<file path="src/wdt_pkg.sv">
/*
 * Constants, register map and carrier types of the watchdog timer.
 * Assumes a 32-bit APB with byte addresses in a 12-bit window and a
 * single clock for the whole block.
 */
package wdt_pkg;

    // ****************************************************************
    // Register map
    // ****************************************************************
    localparam int          ADDR_W      = 12;
    localparam logic [11:0] OFS_LOAD    = 12'h000;
    localparam logic [11:0] OFS_VALUE   = 12'h004;
    localparam logic [11:0] OFS_CTRL    = 12'h008;
    localparam logic [11:0] OFS_RIS     = 12'h00C;
    localparam logic [11:0] OFS_MIS     = 12'h010;
    localparam logic [11:0] OFS_MASK    = 12'h014;
    localparam logic [11:0] OFS_LOCK    = 12'h018;

    // ****************************************************************
    // Reset values and key
    // ****************************************************************
    localparam logic [31:0] LOAD_RST    = 32'hFFFFFFFF;
    // Arbitrary value; any other value written to the lock locks.
    localparam logic [31:0] UNLOCK_KEY  = 32'h5A5AC3C3;
    localparam int          EVT_W       = 2;
    localparam int          EVT_TMO     = 0;
    localparam int          EVT_SECOND  = 1;
    localparam logic [1:0]  EVT_RST     = 2'h0;
    localparam int          CTRL_W      = 4;

    // ****************************************************************
    // Carrier types
    // ****************************************************************
    typedef struct packed {
        logic stall_en;
        logic int_nmi;
        logic rst_en;
        logic run;
    } wdt_ctrl_t;

    localparam wdt_ctrl_t CTRL_RST = '{default: 1'b0};

endpackage

</file>
<file path="src/wdt_top.sv">
/*
 * Watchdog timer with APB register slave, interrupt and reset outputs.
 * Assumes sys_clk is the only clock of this instance and that the
 * system reset logic eventually pulls rst after wdt_rst_o rises.
 */
`timescale 1ns/1ps
module wdt_top
    import wdt_pkg::*;
(
    input  wire logic              sys_clk,
    input  wire logic              rst,
    input  wire logic              psel,
    input  wire logic              penable,
    input  wire logic              pwrite,
    input  wire logic [ADDR_W-1:0] paddr,
    input  wire logic [31:0]       pwdata,
    output logic      [31:0]       prdata,
    output logic                   pready,
    output logic                   pslverr,
    input  wire logic              dbg_halt,
    output logic                   irq_o,
    output logic                   nmi_o,
    output logic                   wdt_rst_o
);

    // ****************************************************************
    // State
    // ****************************************************************
    logic [31:0]      load_q;
    logic [31:0]      load_d;
    logic [31:0]      cnt_q;
    logic [31:0]      cnt_d;
    wdt_ctrl_t        ctrl_q;
    wdt_ctrl_t        ctrl_d;
    wdt_ctrl_t        ctrl_wr;
    logic [EVT_W-1:0] ris_q;
    logic [EVT_W-1:0] ris_d;
    logic [EVT_W-1:0] ris_set;
    logic [EVT_W-1:0] ris_clr;
    logic [EVT_W-1:0] mask_q;
    logic [EVT_W-1:0] mask_d;
    logic [EVT_W-1:0] mis;
    logic             lock_q;
    logic             lock_d;
    logic             rst_out_q;
    logic             rst_out_d;
    logic [31:0]      prdata_q;
    logic [31:0]      prdata_d;
    logic             halt_s;
    logic             acc_wr;
    logic             setup_rd;
    logic             wr_ok;
    logic             mapped;
    logic             tick;
    logic             tmo;

    // The debug halt may come from another clock domain.
    wdt_sync u_halt_sync (
        .sys_clk (sys_clk),
        .rst     (rst),
        .async_i (dbg_halt),
        .sync_o  (halt_s)
    );

    // ****************************************************************
    // APB decode
    // ****************************************************************
    // Zero wait states: read data is captured in the setup cycle.
    assign acc_wr   = psel & penable & pwrite;
    assign setup_rd = psel & ~penable & ~pwrite;
    assign wr_ok    = acc_wr & ~lock_q;
    assign ctrl_wr  = wdt_ctrl_t'(pwdata[CTRL_W-1:0]);

    always_comb begin
        case (paddr)
            OFS_LOAD,
            OFS_VALUE,
            OFS_CTRL,
            OFS_RIS,
            OFS_MIS,
            OFS_MASK,
            OFS_LOCK: mapped = 1'b1;
            default:  mapped = 1'b0;
        endcase
    end

    assign pready  = 1'b1;
    assign pslverr = psel & penable & ~mapped;

    // ****************************************************************
    // Counter and configuration
    // ****************************************************************
    // The count pauses only when the stall option is set.
    assign tick = ctrl_q.run & ~(ctrl_q.stall_en & halt_s);
    assign tmo  = tick & (cnt_q == 32'h0);

    always_comb begin
        load_d    = load_q;
        cnt_d     = cnt_q;
        ctrl_d    = ctrl_q;
        mask_d    = mask_q;
        lock_d    = lock_q;
        rst_out_d = rst_out_q;
        ris_set   = '0;
        ris_clr   = '0;
        if (tmo) begin
            cnt_d            = load_q;
            ris_set[EVT_TMO] = 1'b1;
            if (ris_q[EVT_TMO]) begin
                ris_set[EVT_SECOND] = 1'b1;
                if (ctrl_q.rst_en) begin
                    rst_out_d = 1'b1;
                end
            end
        end else if (tick) begin
            cnt_d = cnt_q - 32'h1;
        end
        if (wr_ok && paddr == OFS_LOAD) begin
            load_d = pwdata;
            if (ctrl_q.run) begin
                cnt_d = pwdata;
            end
            if (pwdata == 32'h0) begin
                ris_set[EVT_TMO] = 1'b1;
            end
        end
        if (wr_ok && paddr == OFS_CTRL) begin
            // Once started, the watchdog can only be stopped by reset.
            ctrl_d.run      = ctrl_q.run | ctrl_wr.run;
            ctrl_d.rst_en   = ctrl_wr.rst_en;
            ctrl_d.int_nmi  = ctrl_wr.int_nmi;
            ctrl_d.stall_en = ctrl_wr.stall_en;
            if (ctrl_wr.run && !ctrl_q.run) begin
                cnt_d           = load_q;
                mask_d[EVT_TMO] = 1'b1;
            end
        end
        if (wr_ok && paddr == OFS_MASK) begin
            mask_d = pwdata[EVT_W-1:0];
        end
        if (acc_wr && paddr == OFS_RIS) begin
            ris_clr = pwdata[EVT_W-1:0];
        end
        if (acc_wr && paddr == OFS_LOCK) begin
            lock_d = (pwdata != UNLOCK_KEY);
        end
    end

    // A new event in the clear cycle survives the clear.
    assign ris_d = (ris_q & ~ris_clr) | ris_set;
    assign mis   = ris_q & mask_q;

    always_ff @(posedge sys_clk or posedge rst) begin
        if (rst) begin
            load_q    <= LOAD_RST;
            cnt_q     <= LOAD_RST;
            ctrl_q    <= CTRL_RST;
            ris_q     <= EVT_RST;
            mask_q    <= EVT_RST;
            lock_q    <= 1'b0;
            rst_out_q <= 1'b0;
        end else begin
            load_q    <= load_d;
            cnt_q     <= cnt_d;
            ctrl_q    <= ctrl_d;
            ris_q     <= ris_d;
            mask_q    <= mask_d;
            lock_q    <= lock_d;
            rst_out_q <= rst_out_d;
        end
    end

    // ****************************************************************
    // Read data
    // ****************************************************************
    always_comb begin
        prdata_d = prdata_q;
        if (setup_rd) begin
            case (paddr)
                OFS_LOAD:  prdata_d = load_q;
                OFS_VALUE: prdata_d = cnt_q;
                OFS_CTRL:  prdata_d = {28'h0, ctrl_q};
                OFS_RIS:   prdata_d = {30'h0, ris_q};
                OFS_MIS:   prdata_d = {30'h0, mis};
                OFS_MASK:  prdata_d = {30'h0, mask_q};
                OFS_LOCK:  prdata_d = {31'h0, lock_q};
                default:   prdata_d = 32'h0;
            endcase
        end
    end

    always_ff @(posedge sys_clk or posedge rst) begin
        if (rst) begin
            prdata_q <= 32'h0;
        end else begin
            prdata_q <= prdata_d;
        end
    end

    // ****************************************************************
    // Outputs
    // ****************************************************************
    // In NMI mode the timeout leaves the normal line; second-timeout
    // events still go there so that nothing is silently dropped.
    assign prdata    = prdata_q;
    assign irq_o     = ctrl_q.int_nmi ? mis[EVT_SECOND] : (|mis);
    assign nmi_o     = ctrl_q.int_nmi & mis[EVT_TMO];
    assign wdt_rst_o = rst_out_q;

    logic wr_load;
    logic wr_ctrl;
    assign wr_load = wr_ok && paddr == OFS_LOAD;
    assign wr_ctrl = wr_ok && paddr == OFS_CTRL;
endmodule

</file>
<file path="src/wdt_sync.sv">
/*
 * Two-flop synchroniser for one level.
 * Assumes the input may change at any time relative to the clock.
 */
`timescale 1ns/1ps
module wdt_sync (
    input  wire logic sys_clk,
    input  wire logic rst,
    input  wire logic async_i,
    output logic      sync_o
);
    logic meta_q;
    logic sync_q;

    // The first flop feeds only the second to let metastability settle.
    always_ff @(posedge sys_clk or posedge rst) begin
        if (rst) begin
            meta_q <= 1'b0;
            sync_q <= 1'b0;
        end else begin
            meta_q <= async_i;
            sync_q <= meta_q;
        end
    end

    assign sync_o = sync_q;
endmodule

</file>
<file path="config.mk">
export PLATFORM = sky130hd
export DESIGN_NAME = wdt_top
export DESIGN_NICKNAME = d
export VERILOG_FILES = /design/src/wdt_pkg.sv /design/src/wdt_top.sv /design/src/wdt_sync.sv
export SDC_FILE = /design/constraint.sdc
export NUM_CORES = 1
export LEC_CHECK = 0
export BUFFER_PORTS_ARGS = -buffer_cell sky130_fd_sc_hd__buf_2
export CAP_MARGIN = 10
export CORE_MARGIN = 1
export CORE_UTILIZATION = 53
export CTS_BUF_LIST = sky130_fd_sc_hd__clkbuf_8
export DETAILED_ROUTE_END_ITERATION = 10
export PLACE_DENSITY = 0.86
export SETUP_SLACK_MARGIN = 0.15
export SLEW_MARGIN = 10
export SYNTH_ARGS = -nofsm -noshare
export SYNTH_HDL_FRONTEND = slang
export SYNTH_HIERARCHICAL = 1
export SYNTH_SLANG_ARGS = --single-unit
</file>
<file path="constraint.sdc">
create_clock -name sys_clk -period 3.4 [get_ports sys_clk]
set_input_delay 0.68 -clock sys_clk [delete_from_list [all_inputs] [get_ports sys_clk]]
set_output_delay 0.68 -clock sys_clk [all_outputs]
set_load 0.005 [all_outputs]
</file>
==> impl_table.tex <==
\begin{tabular}{lr}
\hline
Metric & Value \\
\hline
\multicolumn{2}{l}{\textbf{Floorplanning}} \\
\quad Effective utilization at floorplan & 54.5\% \\
\quad Die ar. & around 0.011 mm² \\
\quad Die extent in y & roughly 110 µm \\
\quad Number of cell rows & 37 \\
\quad I/O Pins & 87 \\
\quad Placeable core region & 0.0103 mm² \\
\quad DIE WIDTH & 105 µm \\
\multicolumn{2}{l}{\textbf{Timing}} \\
\quad Unrepaired setup endpoints after global routing & false \\
\quad Fin crit share & between 80\% and 90\% \\
\quad Relative slew slack & about two fifths \\
\quad Final setup violation count & 0 \\
\quad Shortest period the worst path allows & between 2 and 3 ns \\
\quad Clk\_skew & 0.0109 ns \\
\quad Setup Total Neg Slack & 0 ns \\
\quad Pins over their slew limit & 0 \\
\quad Hold Slack & 0.178 ns \\
\quad Actual transition at the worst max-transition pin & 0.893 ns \\
\quad Achievable Freq & roughly 360 MHz \\
\quad Number of hold violations in the final report & 0 \\
\multicolumn{2}{l}{\textbf{Global route}} \\
\quad Pin count of the biggest net entering global routing & 43 \\
\quad Global routing usage summed across all routing layers & about 29\% \\
\quad Vias in the first global route & roughly 5000 \\
\quad Antenna violations before repair & 0 \\
\quad Global-route wire length before repair & approximately 25000 µm \\
\quad Overflow after GRT & 0 \\
\multicolumn{2}{l}{\textbf{Worst setup path}} \\
\quad Critical path class & input port to flop \\
\quad Peak fanout along the critical path & 21 \\
\quad Type of origin of the critical path & input port \\
\quad Start point of the critical path & paddr[9] \\
\quad Required time of the critical path & between 3 and 4 ns \\
\quad Crit path largest cell delay & approximately 0.60 ns \\
\quad Kind of end point of the critical path & flop \\
\quad Cell seen most often among critical-path stages & sky130\_fd\_sc\_hd\_\_or4\_4 \\
\quad Cells along the critical path & buf\_2 -> or4\_4 -> or4\_1 -> or4\_4 -> and3\_4 -> nand3\_1 -> o221a\_2 \\
\quad Critical path's slowest cell & sky130\_fd\_sc\_hd\_\_or4\_4 \\
\quad Arrival time of data at the critical path endpoint & 3.05 ns \\
\quad Startpoint of the worst-slack reg-to-reg timing path & cnt\_q[0] \\
\multicolumn{2}{l}{\textbf{Yosys}} \\
\quad Netlist area before placement & between 0.005 and 0.006 mm² \\
\quad Count of flip-flops with a built-in enable after synthesis & 0 \\
\quad Sequential-to-total area share from yosys stat & around 49\% \\
\quad Number of distinct library cells after synthesis & 53 \\
\quad Top cell types by occurrence after synthesis & sky130\_fd\_sc\_hd\_\_nand2\_1 (161), sky130\_fd\_sc\_hd\_\_dfstp\_2 (64), sky130\_fd\_sc\_hd\_\_o21ai\_0 (45) \\
\quad Fraction of registers with async set/reset & 100\% \\
\quad Library cell with the largest summed area after synthesis & sky130\_fd\_sc\_hd\_\_dfstp\_2 \\
\quad Portion of synthesized cell area occupied by the leading cell type & 29.9\% \\
\quad Syn\_nets & 664 \\
\quad Number of warning messages in the yosys log & 6 \\
\quad Most used flip-flop cell after synthesis & sky130\_fd\_sc\_hd\_\_dfstp\_2 \\
\quad Most used standard cell by instance count after synthesis & sky130\_fd\_sc\_hd\_\_nand2\_1 \\
\quad Area contributors post-synth & sky130\_fd\_sc\_hd\_\_dfstp\_2 (30\%), sky130\_fd\_sc\_hd\_\_dfrtp\_1 (20\%), sky130\_fd\_sc\_hd\_\_nand2\_1 (11\%), sky130\_fd\_sc\_hd\_\_a22oi\_1 (4.0\%), sky130\_fd\_sc\_hd\_\_o21ai\_0 (4.0\%) \\
\quad Per-instance average area after synthesis & between 9 and 10 µm² \\
\quad Synthesized instance count & 613 \\
\quad Count of state elements after synthesis & $\sim$110 \\
\multicolumn{2}{l}{\textbf{Route}} \\
\quad Vias & $\sim$5100 \\
\quad Count of routing violations after the opening detailed-route iteration & between 400 and 500 \\
\quad Per-cell via count in the routed design & about 6.1 \\
\quad Mean routed wirelength per cell & $\sim$19 µm \\
\quad Count of antenna-violating nets left after detailed routing & 0 \\
\quad First-pass iteration count of the detailed router & 6 \\
\quad Remaining routing DRC violations & 0 \\
\quad Final wirelength & about 15000 µm \\
\multicolumn{2}{l}{\textbf{Placed design}} \\
\quad Post-Place Cells & between 800 and 900 \\
\quad Placed wire-length estimate after detailed placement & approximately 11000 µm \\
\quad Last weighted congestion value of the routability-driven placer & roughly 0.9 \\
\quad Number of port buffers & 85 \\
\quad Post-placement cell area & 0.00624 mm² \\
\multicolumn{2}{l}{\textbf{CTS}} \\
\quad Maximum clock path buffer count & 2 \\
\quad Clock tree from TritonCTS & yes \\
\quad Clock sink count & between 100 and 150 \\
\quad Later-pin clock latency in the skew report & 0.37 ns \\
\quad Post-cts repair resize count & 0 \\
\quad Cell chosen for the clock root & sky130\_fd\_sc\_hd\_\_clkbuf\_8 \\
\quad Cts-stage hold buffer count & 0 \\
\quad CTS H-tree depth & 3 \\
\quad Clock buffer count from CTS & 9 \\
\quad Post-CTS clock slew at the launch and capture registers of the worst setup and hold paths & around 0.1 ns \\
\quad Post CTS Setup Buffer Count & 0 \\
\multicolumn{2}{l}{\textbf{Finish}} \\
\quad Storage cell area & 0.00278 mm² \\
\quad Area of combinational cells with multiple inputs & 0.00266 mm² \\
\quad Number of cells in the finished layout apart from fillers & around 830 \\
\quad Count of inserted antenna diode cells & 0 \\
\quad Post-route cell area & between 0.006 and 0.007 mm² \\
\quad Count of nets after finishing & about 740 \\
\quad Share of layout cells above drive strength 1 & 29.5\% \\
\quad Count of fill cells added during filler insertion & between 800 and 900 \\
\quad Layout Area Growth over Synthesis & 14.4\% \\
\multicolumn{2}{l}{\textbf{Power and ir drop}} \\
\quad Combinational group share of total power & under 10\% \\
\quad Max VDD drop & between 0.15 and 0.2 mV \\
\quad Switching component of the power & about 550 µW \\
\quad Switching share of power & about a quarter \\
\quad Cell area power density & 340 mW/mm² \\
\quad Fraction of power consumed by the clock network & a little over a third \\
\quad Static Leakage & around 2.7 nW \\
\quad Post-layout total power & between 2 and 2.5 mW \\
\quad Internal power of the cells & between 1.5 and 2 mW \\
\quad Flop pwr share & about three fifths \\
\multicolumn{2}{l}{\textbf{Min path}} \\
\quad Worst min path class & input port to async pin \\
\multicolumn{2}{l}{\textbf{Run status}} \\
\quad Result of the run & completed \\
\multicolumn{2}{l}{\textbf{Job}} \\
\quad Total of max-cap violations & 0 \\
\hline
\end{tabular}
-- worst max-delay path: cells and delay by family --
family	cells	cell delay, ns
AND/OR/NAND/NOR	5	2.08
AO/OA/AOI/OAI	1	0.19
buffers and inverters	1	0.09
-- power groups by stage --
stage	logic (mW)	clock network, mW	registers, mW
CTS	0.120	0.785	1.30
global placement	0.116	0	1.32
finish	0.121	0.774	1.30
floorplan	0.0503	0	1.32
detailed placement	0.120	0	1.32
global route	0.132	0.837	1.30
-- metal layers --
layer / wire length, µm / share of wire (%) / GRT usage [%] / vias up
li1: - / - / - / 2372
met1: 6390 / 41 / 38.8 / 2407
met2: 7420 / 48 / 48.2 / 289
met3: 1260 / 8.2 / 3.99 / 26
met4: 357 / 2.3 / 9.76 / 0
met5: 0 / 0 / 0 / -
-- stage by stage --
step,util [%],setup slack (ns)
floorplan,-,0.555
global placement,60.5,0.365
detailed placement,60.5,0.290
CTS,62.4,0.673
global route,62.4,0.616
finish,62.4,0.659
-- layout make-up --
cell class,count,area share (%)
clock inverter,5,0.680
multi-input combinational,460,41.3
sequential,108,43.2
tap,136,2.64
timing repair buffer,106,9.25
inverter,8,0.525
clock buffer,11,2.35
-- sequential cells by signal, indices dropped and copies added, names as in the netlist --
| register | cells |
|---|---|
| ctrl_q | 4 |
| lock_q | 1 |
| u_halt_sync/meta_q | 1 |
| u_halt_sync/sync_o | 1 |
| ris_q | 2 |
| cnt_q | 32 |
| load_q | 32 |
| prdata | 32 |
| mask_q | 2 |
| wdt_rst_o | 1 |
-- worst paths after layout --
check | to | slack (ns) | cells past startpoint
max in group asynchronous | load_q[22] | 2.03 | 3
hold / removal | u_halt_sync/meta_q | 0.18 | 2
hold reg to reg | u_halt_sync/sync_o | 0.36 | 0
setup reg to reg | cnt_q[3] | 0.77 | 9
min in group sys_clk | u_halt_sync/sync_o | 0.36 | 0
setup / recovery | cnt_q[3] | 0.66 | 7
-- cell families (layout without fill, tap and decap cells) --
family / count (synthesis) / count (layout) / synth area share [%]
AND/OR/NAND/NOR: 291 / 291 / 24.1
AO/OA/AOI/OAI: 128 / 128 / 16.2
flip-flops: 108 / 108 / 49.4
buffers and inverters: 45 / 130 / 3.49
XOR/XNOR: 27 / 27 / 4.20
multiplexers: 12 / 12 / 2.20
adder cells (fa/ha/maj): 1 / 1 / 0.222
other: 1 / 1 / 0.0666
-- cells in the final DEF (no fill, tap or decap), types with 2 or more instances in the layout --
cell,count
sky130_fd_sc_hd__or4_1,5
sky130_fd_sc_hd__a22oi_1,30
sky130_fd_sc_hd__mux2i_1,9
sky130_fd_sc_hd__a21oi_1,7
sky130_fd_sc_hd__dfstp_2,64
sky130_fd_sc_hd__o21a_1,3
sky130_fd_sc_hd__xnor2_1,23
sky130_fd_sc_hd__nor4_1,26
sky130_fd_sc_hd__a21o_1,3
sky130_fd_sc_hd__nand4_1,13
sky130_fd_sc_hd__inv_1,7
sky130_fd_sc_hd__dfrtp_1,44
sky130_fd_sc_hd__a222oi_1,2
sky130_fd_sc_hd__clkbuf_8,11
sky130_fd_sc_hd__mux2_2,3
sky130_fd_sc_hd__buf_4,20
sky130_fd_sc_hd__nor3b_1,2
sky130_fd_sc_hd__and3_1,6
sky130_fd_sc_hd__nor2b_1,4
sky130_fd_sc_hd__nand3_1,11
sky130_fd_sc_hd__or3_1,10
sky130_fd_sc_hd__o31ai_1,2
sky130_fd_sc_hd__o221a_2,5
sky130_fd_sc_hd__o21ai_0,45
sky130_fd_sc_hd__o221a_1,15
sky130_fd_sc_hd__xor2_1,4
sky130_fd_sc_hd__or4_4,2
sky130_fd_sc_hd__nand2_1,160
sky130_fd_sc_hd__nand3b_1,2
sky130_fd_sc_hd__nor3_1,18
sky130_fd_sc_hd__clkinvlp_4,3
sky130_fd_sc_hd__o22ai_1,5
sky130_fd_sc_hd__or2_2,3
sky130_fd_sc_hd__nor2_1,22
sky130_fd_sc_hd__buf_2,85
(Power assumes the default switching activity.)
